==> config.mk <==
export PLATFORM = sky130hd
export DESIGN_NAME = anps_top
export DESIGN_NICKNAME = d
export VERILOG_FILES = /design/src/rtl/anps_pkg.sv /design/src/rtl/anps_top.sv
export VERILOG_INCLUDE_DIRS = /design/src /design/src/rtl
export SDC_FILE = /design/constraint.sdc
export NUM_CORES = 1
export LEC_CHECK = 0
export BUFFER_PORTS_ARGS = -buffer_cell sky130_fd_sc_hd__buf_2
export CORE_MARGIN = 4
export CORE_UTILIZATION = 38
export DETAILED_ROUTE_END_ITERATION = 10
export HOLD_SLACK_MARGIN = 0.1
export PLACE_DENSITY = 0.64
export SETUP_SLACK_MARGIN = 0.2
export SLEW_MARGIN = 10
export SYNTH_ARGS = -nofsm -noshare
export SYNTH_HDL_FRONTEND = slang
export SYNTH_SLANG_ARGS = --single-unit
export TNS_END_PERCENT = 100
==> constraint.sdc <==
create_clock -name clk -period 3 [get_ports clk]
set_clock_uncertainty 0.2 [all_clocks]
set_input_delay 0.75 -clock clk [delete_from_list [all_inputs] [get_ports clk]]
set_output_delay 0.75 -clock clk [all_outputs]
set_load 0.01 [all_outputs]
==> src/rtl/anps_params.svh <==
// Constants for the next page exchange register block
// Function
// - Standard auto-negotiation with optional next pages
// - Transmit page from reg 7, receive into 8
// - Next pages only when both sides able
// - Page received bit 6.1 latches until read
// - Partner able 6.2 latches, clears on restart
// - Bit 6.5 shows held page is base
// - Reading reg 6 clears 6.1, 6.2 and 16.1
// - Next page word layout, message code 5
// - Manual mode ignores management writes
`ifndef ANPS_PARAMS_SVH
`define ANPS_PARAMS_SVH

// ****************************************
// Register addresses
// ****************************************
`define ANPS_ADDR_BASE_RX   5'h05
`define ANPS_ADDR_STATUS    5'h06
`define ANPS_ADDR_NP_TX     5'h07
`define ANPS_ADDR_NP_RX     5'h08
`define ANPS_ADDR_EXT_STAT  5'h10

// ****************************************
// Field positions
// ****************************************
`define ANPS_BIT_PAGE_RX    1
`define ANPS_BIT_NP_ABLE    2
`define ANPS_BIT_BASE_PAGE  5
`define ANPS_BIT_EXT_EVT    1
`define ANPS_BIT_NEXT_PAGE  15

// ****************************************
// Reset values
// ****************************************
`define ANPS_NP_TX_RESET    16'hA005
`define ANPS_PHY_ADDR_DEF   5'h00

// ****************************************
// Management frame timing, in clock edges of the management clock, and opcodes
// ****************************************
`define ANPS_PREAMBLE_LEN   6'h20
`define ANPS_HDR_BITS       5'h0D
`define ANPS_DATA_BITS      5'h10
`define ANPS_OP_READ        2'h2
`define ANPS_OP_WRITE       2'h1

`endif

==> src/rtl/anps_pkg.sv <==
// Types shared by the next page exchange register block
package anps_pkg;

   // Page arriving from the negotiation engine
   typedef struct packed {
      logic        valid;
      logic        is_base;
      logic [15:0] data;
   } anps_page_s;

   // Management frame states
   typedef enum logic [3:0] {
      ANPS_PRE  = 4'h1,
      ANPS_HDR  = 4'h2,
      ANPS_TA   = 4'h4,
      ANPS_DATA = 4'h8
   } anps_state_e;

endpackage

==> src/rtl/anps_top.sv <==
// Next page exchange registers behind a management serial slave
`timescale 1ns/1ps
`include "anps_params.svh"

module anps_top #(
   parameter logic [4:0] PHY_ADDR = `ANPS_PHY_ADDR_DEF
) (
   input  wire logic              clk,
   input  wire logic              rst_b,
   input  wire logic              mdc,
   input  wire logic              mdio_in,
   output logic                   mdio_out,
   output logic                   mdio_oe,
   input  wire logic              manual_mode,
   input  wire logic              an_restart,
   input  wire logic              local_np_able,
   input  wire anps_pkg::anps_page_s page_in,
   input  wire logic              ext_event,
   output logic [15:0]            np_tx_page,
   output logic                   np_exchange_en
);
   import anps_pkg::*;

   // ****************************************
   // Pin synchronisers
   // ****************************************
   logic [1:0] mdc_sync;
   logic [1:0] mdio_sync;
   logic [1:0] man_sync;
   logic       mdc_prev;
   logic       mdc_rise;

   always_ff @(posedge clk) begin
      if (!rst_b) begin
         mdc_sync  <= 2'h0;
         mdio_sync <= 2'h3;
         man_sync  <= 2'h0;
         mdc_prev  <= 1'b0;
      end else begin
         mdc_sync  <= {mdc_sync[0], mdc};
         mdio_sync <= {mdio_sync[0], mdio_in};
         man_sync  <= {man_sync[0], manual_mode};
         mdc_prev  <= mdc_sync[1];
      end
   end

   assign mdc_rise = mdc_sync[1] & ~mdc_prev;

   // ****************************************
   // Page registers
   // ****************************************
   logic [15:0] base_rx;
   logic [15:0] np_rx;
   logic        stat_page_rx;
   logic        stat_np_able;
   logic        stat_base;
   logic        ext_bit;
   logic        partner_np;
   logic        rd_clear6;
   logic        wr_fire;
   logic [4:0]  wr_reg;
   logic [15:0] wr_data;

   function automatic logic addr_hit(input logic [4:0] a,
                                     input logic [4:0] b);
      addr_hit = (a == b);
   endfunction

   // Received pages land in base or next page register
   always_ff @(posedge clk) begin
      if (!rst_b) begin
         base_rx   <= 16'h0000;
         np_rx     <= 16'h0000;
         stat_base <= 1'b0;
      end else if (page_in.valid) begin
         if (page_in.is_base) begin
            base_rx <= page_in.data;
         end else begin
            np_rx <= page_in.data;
         end
         stat_base <= page_in.is_base;
      end
   end

   // Latched flags; a new event beats the read clear
   always_ff @(posedge clk) begin
      if (!rst_b) begin
         stat_page_rx <= 1'b0;
      end else if (page_in.valid) begin
         stat_page_rx <= 1'b1;
      end else if (rd_clear6) begin
         stat_page_rx <= 1'b0;
      end
   end

   always_ff @(posedge clk) begin
      if (!rst_b) begin
         ext_bit <= 1'b0;
      end else if (ext_event) begin
         ext_bit <= 1'b1;
      end else if (rd_clear6) begin
         ext_bit <= 1'b0;
      end
   end

   // Partner ability seen in a base page's next page bit
   logic np_seen;
   assign np_seen = page_in.valid & page_in.is_base
                    & page_in.data[`ANPS_BIT_NEXT_PAGE];

   always_ff @(posedge clk) begin
      if (!rst_b) begin
         stat_np_able <= 1'b0;
         partner_np   <= 1'b0;
      end else if (np_seen) begin
         stat_np_able <= 1'b1;
         partner_np   <= 1'b1;
      end else if (an_restart) begin
         stat_np_able <= 1'b0;
         partner_np   <= 1'b0;
      end else if (rd_clear6) begin
         stat_np_able <= 1'b0;
      end
   end

   // Next page phase only when both ends advertise it
   always_ff @(posedge clk) begin
      if (!rst_b) begin
         np_exchange_en <= 1'b0;
      end else begin
         np_exchange_en <= local_np_able & partner_np;
      end
   end

   // Outgoing page; reset value is the message page word
   always_ff @(posedge clk) begin
      if (!rst_b) begin
         np_tx_page <= `ANPS_NP_TX_RESET;
      end else if (wr_fire && !man_sync[1]
                   && addr_hit(wr_reg, `ANPS_ADDR_NP_TX)) begin
         np_tx_page <= wr_data;
      end
   end

   // ****************************************
   // Read mux
   // ****************************************
   logic [15:0] status6;
   logic [15:0] rd_mux;

   always_comb begin
      status6 = 16'h0000;
      status6[`ANPS_BIT_PAGE_RX]   = stat_page_rx;
      status6[`ANPS_BIT_NP_ABLE]   = stat_np_able;
      status6[`ANPS_BIT_BASE_PAGE] = stat_base;
   end

   always_comb begin
      rd_mux = 16'h0000;
      if (addr_hit(wr_reg, `ANPS_ADDR_BASE_RX)) begin
         rd_mux = base_rx;
      end else if (addr_hit(wr_reg, `ANPS_ADDR_STATUS)) begin
         rd_mux = status6;
      end else if (addr_hit(wr_reg, `ANPS_ADDR_NP_TX)) begin
         rd_mux = np_tx_page;
      end else if (addr_hit(wr_reg, `ANPS_ADDR_NP_RX)) begin
         rd_mux = np_rx;
      end else if (addr_hit(wr_reg, `ANPS_ADDR_EXT_STAT)) begin
         rd_mux = {14'h0000, ext_bit, 1'b0};
      end
   end

   // ****************************************
   // Management frame slave
   // ****************************************
   anps_state_e state;
   logic [5:0]  pre_cnt;
   logic [4:0]  bit_cnt;
   logic [12:0] hdr;
   logic [15:0] shreg;
   logic        is_read;
   logic        is_mine;
   logic        bit_in;

   assign bit_in = mdio_sync[1];
   assign wr_reg = hdr[4:0];

   always_ff @(posedge clk) begin
      if (!rst_b) begin
         state     <= ANPS_PRE;
         pre_cnt   <= 6'h00;
         bit_cnt   <= 5'h00;
         hdr       <= 13'h0000;
         shreg     <= 16'h0000;
         is_read   <= 1'b0;
         is_mine   <= 1'b0;
         mdio_out  <= 1'b1;
         mdio_oe   <= 1'b0;
         rd_clear6 <= 1'b0;
         wr_fire   <= 1'b0;
         wr_data   <= 16'h0000;
      end else begin
         rd_clear6 <= 1'b0;
         wr_fire   <= 1'b0;
         if (mdc_rise) begin
            unique case (state)
               ANPS_PRE: begin
                  mdio_oe <= 1'b0;
                  if (bit_in) begin
                     if (pre_cnt != `ANPS_PREAMBLE_LEN) begin
                        pre_cnt <= pre_cnt + 6'h01;
                     end
                  end else if (pre_cnt == `ANPS_PREAMBLE_LEN) begin
                     state   <= ANPS_HDR;
                     bit_cnt <= 5'h00;
                  end else begin
                     pre_cnt <= 6'h00;
                  end
               end
               ANPS_HDR: begin
                  hdr     <= {hdr[11:0], bit_in};
                  bit_cnt <= bit_cnt + 5'h01;
                  if (bit_cnt == `ANPS_HDR_BITS - 5'h01) begin
                     state   <= ANPS_TA;
                     bit_cnt <= 5'h00;
                  end
               end
               ANPS_TA: begin
                  if (bit_cnt == 5'h00) begin
                     is_mine <= hdr[12] && addr_hit(hdr[9:5], PHY_ADDR);
                     is_read <= hdr[11:10] == `ANPS_OP_READ;
                     if (hdr[12] && addr_hit(hdr[9:5], PHY_ADDR)
                         && hdr[11:10] == `ANPS_OP_READ) begin
                        // Snapshot first, clear after
                        shreg    <= rd_mux;
                        mdio_oe  <= 1'b1;
                        mdio_out <= 1'b0;
                        rd_clear6 <= addr_hit(wr_reg,
                                              `ANPS_ADDR_STATUS);
                     end
                     bit_cnt <= 5'h01;
                  end else begin
                     state   <= ANPS_DATA;
                     bit_cnt <= 5'h00;
                     if (is_read && is_mine) begin
                        mdio_out <= shreg[15];
                        shreg    <= {shreg[14:0], 1'b0};
                     end
                  end
               end
               ANPS_DATA: begin
                  bit_cnt <= bit_cnt + 5'h01;
                  if (is_read && is_mine) begin
                     mdio_out <= shreg[15];
                     shreg    <= {shreg[14:0], 1'b0};
                  end else begin
                     wr_data <= {wr_data[14:0], bit_in};
                  end
                  if (bit_cnt == `ANPS_DATA_BITS - 5'h01) begin
                     state    <= ANPS_PRE;
                     pre_cnt  <= 6'h00;
                     mdio_oe  <= 1'b0;
                     mdio_out <= 1'b1;
                     wr_fire  <= is_mine
                                 && hdr[11:10] == `ANPS_OP_WRITE;
                  end
               end
            endcase
         end
      end
   end

   // ****************************************
   // Checks
   // ****************************************
   a_page_flag_set: assert property (@(posedge clk) disable iff (!rst_b)
      page_in.valid |=> stat_page_rx)
      else $error("page received flag not set");
   a_base_ind: assert property (@(posedge clk) disable iff (!rst_b)
      page_in.valid |=> stat_base == $past(page_in.is_base))
      else $error("base page indicator wrong");
   a_read_clears: assert property (@(posedge clk) disable iff (!rst_b)
      rd_clear6 && !page_in.valid && !ext_event
      |=> !stat_page_rx && !ext_bit)
      else $error("read of status did not clear");
   a_restart_clear: assert property (@(posedge clk) disable iff (!rst_b)
      an_restart && !np_seen |=> !stat_np_able ##1 !np_exchange_en)
      else $error("partner ability survived restart");
   a_np_gate: assert property (@(posedge clk) disable iff (!rst_b)
      !local_np_able |=> !np_exchange_en)
      else $error("next page phase without local ability");
   a_manual_block: assert property (@(posedge clk) disable iff (!rst_b)
      wr_fire && man_sync[1] |=> $stable(np_tx_page))
      else $error("write accepted in manual mode");
   a_tx_write: assert property (@(posedge clk) disable iff (!rst_b)
      wr_fire && !man_sync[1] && wr_reg == `ANPS_ADDR_NP_TX
      |=> np_tx_page == $past(wr_data))
      else $error("transmit page not written");
   a_read_snap: assert property (@(posedge clk) disable iff (!rst_b)
      rd_clear6 |-> shreg == $past(status6))
      else $error("read data not taken before clear");

   c_read_status: cover property (@(posedge clk) rd_clear6);
   c_write_tx:    cover property (@(posedge clk) wr_fire && !man_sync[1]);
   c_np_phase:    cover property (@(posedge clk) np_exchange_en);
   c_set_on_clr:  cover property (@(posedge clk) rd_clear6 && page_in.valid);

endmodule

# [Word level (Yosys, flattened, before mapping)]
# Index checks and enable logic that the tools add are counted.
[classes] n_addsub=2 n_eq_ne=25 mux=41 n_bitwise=7 n_reduce_logical=28
[ops] op="$mux 16" count=7
[ops] op="$pmux 16 s2" count=1
[ops] op="$mux 6" count=4
[ops] op="$mux 4" count=5
[ops] op="$pmux 5 s4" count=1
[ops] op="$pmux 4 s4" count=1
[ops] op="$eq 5x3->1 const B" count=3
[ops] op="$eq 5x4->1 const B" count=3
[ops] op="$mux 1" count=15
[ops] op="$mux 5" count=3
[ops] op="$reduce_and 5->1" count=3
[ops] op="$ne 2x2->1 const B" count=7
[ops] op="$pmux 6 s2" count=1
[ops] op="$reduce_and 3->1" count=4
[ops] op="$logic_not 5->1" count=2
[ops] op="$reduce_bool 2->1" count=5
[ops] op="$ne 3x3->1 const B" count=3
[ops] op="$add 6x1->6 const B" count=1
[ops] op="$eq 6x6->1 const B" count=1
[ops] op="$logic_and 1x1->1" count=6
[ops] op="$ne 6x6->1 const B" count=1
[ops] op="$reduce_and 2->1" count=3
[ops] op="$reduce_and 6->1" count=1
[ops] op="$reduce_bool 3->1" count=2
[ops] op="other kinds (15)" count=20
[totals] ff_bits=127 inputBits=26 out_inout_bits=19 word_cells=128

# [Logic depth before layout (Yosys ltp)]
[depth] word_depth=9 ltp_mapped=8 depth_no_buf=8

# [Worst setup path before layout]
# No wires, ideal clock.
[synth_timing] kind="register to register" start="register bit_cnt[0]" end="register pre_cnt[1]" setup_time_ps=126 t_arrival_ps=1753 required_ps=2674 path_slack_ps=921 stages_incl_launch_ff=8 n_path_buf=0 period_less_slack_ps=2079 path_cell_list="dfxtp_1 ha_1 and3_1 ha_1 nand3b_1 a2111oi_2 mux2i_1 nor2_1"
[synth_between] elab_chain_len=3
[synth_rtl] item="start: declaration" line_no="anps_top.sv:178" source="logic [4:0] bit_cnt;"
[synth_rtl] item="start signal: assignment" line_no="anps_top.sv:222" source="bit_cnt <= bit_cnt + 5'h01;"
[synth_rtl] item="start signal: assignment" line_no="anps_top.sv:252" source="bit_cnt <= bit_cnt + 5'h01;"
[synth_rtl] item="$eq 5x4->1" line_no="anps_top.sv:259" source="if (bit_cnt == `ANPS_DATA_BITS - 5'h01) begin"
[synth_rtl] item="$ne 2x2->1 (no source line)"
[synth_rtl] item="$reduce_and 5->1 (no source line)"
[synth_rtl] item="end signal: assignment" line_no="anps_top.sv:211" source="pre_cnt <= pre_cnt + 6'h01;"
[synth_rtl] item="end: declaration" line_no="anps_top.sv:177" source="logic [5:0] pre_cnt;"
# No other way between the ends.
# A chain may end at the register's enable or synchronous reset.

# [Final worst setup path]
[layout_timing] start="register state[3]" end="register shreg[6]"
[layout_between] elab_chain_len=3 word_cells_on_any_way=6 classes_between="eq/ne: 3; mux: 1; reduce/logical: 2"
[layout_rtl] item="start: declaration" line_no="anps_top.sv:176" source="anps_state_e state;"
[layout_rtl] item="start signal: assignment" line_no="anps_top.sv:190" source="state <= ANPS_PRE;"
[layout_rtl] item="start signal: assignment" line_no="anps_top.sv:214" source="state <= ANPS_HDR;"
[layout_rtl] item="start signal: assignment" line_no="anps_top.sv:224" source="state <= ANPS_TA;"
[layout_rtl] item="$eq 4x3->1 or $eq 4x4->1 (tied branches)" line_no="anps_top.sv:206" source="unique case (state)"
[layout_rtl] item="$ne 3x3->1 (no source line) or $reduce_bool 2->1 (tied branches)"
[layout_rtl] item="$reduce_and 3->1 (no source line)"
[layout_rtl] item="end signal: assignment" line_no="anps_top.sv:235" source="shreg <= rd_mux;"
[layout_rtl] item="end signal: assignment" line_no="anps_top.sv:247" source="shreg <= {shreg[14:0], 1'b0};"
[layout_rtl] item="end signal: assignment" line_no="anps_top.sv:255" source="shreg <= {shreg[14:0], 1'b0};"
[layout_rtl] item="end: declaration" line_no="anps_top.sv:180" source="logic [15:0] shreg;"
# Parallel ways exist; a longest one is shown, timed or not.

==> results.ini <==
[clocking]
htree_levels = 4
numCtsBuffers = 17
postCtsSetupBuffers = 0
cts_hold_buf = 0
cts_tree = yes
cts_resized = 0
clk_pin_slew_ns = 0.06
cts_max_path_buffers = 2
clockRootBuffer = clkbuf_16
insertion_delay_ns = 0.42
clock-sinks = 127

[detailed_routing]
wire_per_inst_um = 15.56
ant_nets = 0
dr.pass1.iters = 8
drt_iter0_markers = 384
wirelength_mm = 14.38
dr_total_vias = 4921
avgViaCountPerCell = 5.326
drc = 0

[timing]
rsz0062_at_grt = no
period_share = 0.8465
setup_slack_ns = 0.4606
fin_hold_ws_ns = 0.2041
fin_crit_ns = 2.539
setup_viol = 0
slew_headroom = 0.5347
worstMarginPinSlew_ns = 0.6979
tns_ns = 0
slew_viol_final = 0
finalHoldViolations = 0
max_freq_mhz = 393.8

[critical_path]
path_class = reg2reg
rrSetupSlack_ns = 0.46
critPathCapture = shreg[6]
rr_endpoint = shreg[6]
reg2reg_depth = 5
cp_max_fo = 25
end_kind = register
arrival_ns = 2.68
startpoint_type = register
critPathRequiredTime_ns = 3.15
rr_startpoint = state[3]
crit_start = state[3]

[placement]
pre_cts_slack_ns = 0.4847
gp_congestion = 0.8356
numPortBuffers = 44
hpwl_mm = 9.829
numPlacedInstances = 893

[cells_and_area]
fill_cells = 1517
multiInputGateArea_um2 = 3085
finalNonFillerCells = 924
seqCellArea_um2 = 2542
layout-area-overhead-vs-synth_pct = 14.83
drive_gt1_frac = 0.1576
final_nets = 755
diodes = 0

[power_and_ir_drop]
ir_worst_vdd_v = 0.0003682
intPower_uw = 2869
pwr-share-comb = 0.035
switching_power_uw = 871.4
pwr_density_cell_nw_per_um2 = 553.0
clkPwrFrac = 0.502
switching_share = 0.2330
total_leakage_power_uw = 0.002363
p_seq_frac = 0.463

[run]
cap_violations = 0

[synthesis]
synthFlopType = dfxtp_1
ys_ff_latch = 127
syn_inst = 696
synth_edf_count = 0
synth_seq_area_share = 0.4316
syn_area_per_cell_um2 = 8.464
synth_warnings = 0
mappedNetlistArea_um2 = 5891
synth_fp_nets = 727
synth_cell_types = 68
async_flop_share = 0

[floorplanning]
start_util = 0.3875
die_area_um2 = 17560
coreArea_um2 = 15200
die_x_um = 132.5
core.rowCount = 45
ios = 45
dieHeight_um = 132.5

[hold_path]
hp-class = reg2reg
min_path_cells = 1

[grt]
grt_pass1_wl_mm = 23.63
grt.overflow.total = 0
grt_max_degree = 95
gr-usage-all-layers = 0.1666
grt_pass1_vias = 4499
antenna_found_initial = 0

[run_status]
status = completed

## sequential cells by signal, indices dropped and copies added (netlist names), 2 cells and up
signal / flops
base_rx: 16
np_rx: 16
np_tx_page: 16
shreg: 16
wr_data: 16
hdr: 13
pre_cnt: 6
bit_cnt: 5
state: 4
man_sync: 2
mdc_sync: 2
mdio_sync: 2
## synth_stat cells, types with 8 or more instances
cell,number,area (µm²)
nor2_1,22,82.58
a21boi_0,67,503.0
a21oi_1,20,100.1
o21ai_0,17,85.08
nand3_1,26,130.1
o31ai_1,8,60.06
a21boi_1,13,97.59
inv_1,9,33.78
dfxtp_1,127,2542
nand2_1,190,713.2
o21ai_1,8,40.04
mux2i_1,9,90.09
nand3b_1,14,105.1
clkbuf_1,30,112.6
## cells by family after synthesis
| logic type | synth area share |
|---|---|
| AO/OA/AOI/OAI | 0.2122 |
| buffers and inverters | 0.04566 |
| multiplexers | 0.02103 |
| adder cells (fa/ha/maj) | 0.01062 |
| XOR/XNOR | 0.007436 |
| flip-flops | 0.4316 |
| AND/OR/NAND/NOR | 0.2715 |
## how the worst min path moves through the flow
stage | startpoint | endpoint
floorplan | mdio_sync[0] | mdio_sync[1]
global placement | mdio_sync[0] | mdio_sync[1]
detailed placement | mdio_sync[0] | mdio_sync[1]
CTS | mdio_sync[0] | mdio_sync[1]
global route | mdio_sync[0] | mdio_sync[1]
finish | mdio_sync[0] | mdio_sync[1]
## power by group through the flow
stage               logic (µW)  clock network, µW  registers [µW]
floorplan                 83.2                  0            1760
global placement           130                  0            1770
detailed placement         131                  0            1770
CTS                        131               1920            1730
global route               146               1980            1730
finish                     130               1880            1730
## worst max-delay path: stages, from the launching register on
cell and delay (ns):
dfxtp_1 0.54, or4b_1 0.70, nand2_4 0.32, o21a_1 0.38, nand2_2 0.16, o21ai_1 0.16
## cells in the final DEF (no fill, tap or decap), types with 6 or more instances in the layout
cell,synthesis,routed
nand2b_1,7,7
nand3b_1,14,14
mux2i_1,9,9
a211o_1,6,6
dfxtp_1,127,127
a21boi_1,13,13
o31ai_1,8,8
and2_1,7,7
a21oi_1,20,20
o21ai_1,8,8
nand3_1,26,26
buf_2,7,43
inv_1,9,9
a21boi_0,67,67
o21ai_0,17,17
a31o_2,6,6
a211oi_1,7,7
nand2_1,190,190
clkbuf_16,0,17
nor2_1,22,22
buf_4,3,12
## cell type report
cell class | instances | area share
clock buffer | 20 | 0.06752
sequential | 127 | 0.3759
tap | 188 | 0.03478
multi-input combinational | 513 | 0.4562
timing repair buffer | 56 | 0.04809
inverter | 9 | 0.004994
clock inverter | 11 | 0.01258
## per-layer routing
layer | share of wire | global-route usage | vias to the layer above
met5 | 0 | 0 | -
met4 | 0.019 | 0.06524 | 0
met3 | 0.041 | 0.03764 | 20
met2 | 0.45 | 0.2479 | 96
met1 | 0.49 | 0.2347 | 2334
li1 | - | - | 2471
## stage by stage
| stage | total power [µW] | area, µm² | utilization |
|---|---|---|---|
| 2_1_floorplan | 1847 | 5891 | - |
| 3_3_place_gp | 1898 | 6222 | 0.4093 |
| 3_5_place_dp | 1900 | 6222 | 0.4093 |
| 4_1_cts | 3786 | 6764 | 0.4449 |
| 5_1_grt | 3860 | 6764 | 0.4449 |
| 6_report | 3741 | 6764 | 0.4449 |
(Power assumes the default switching activity.)
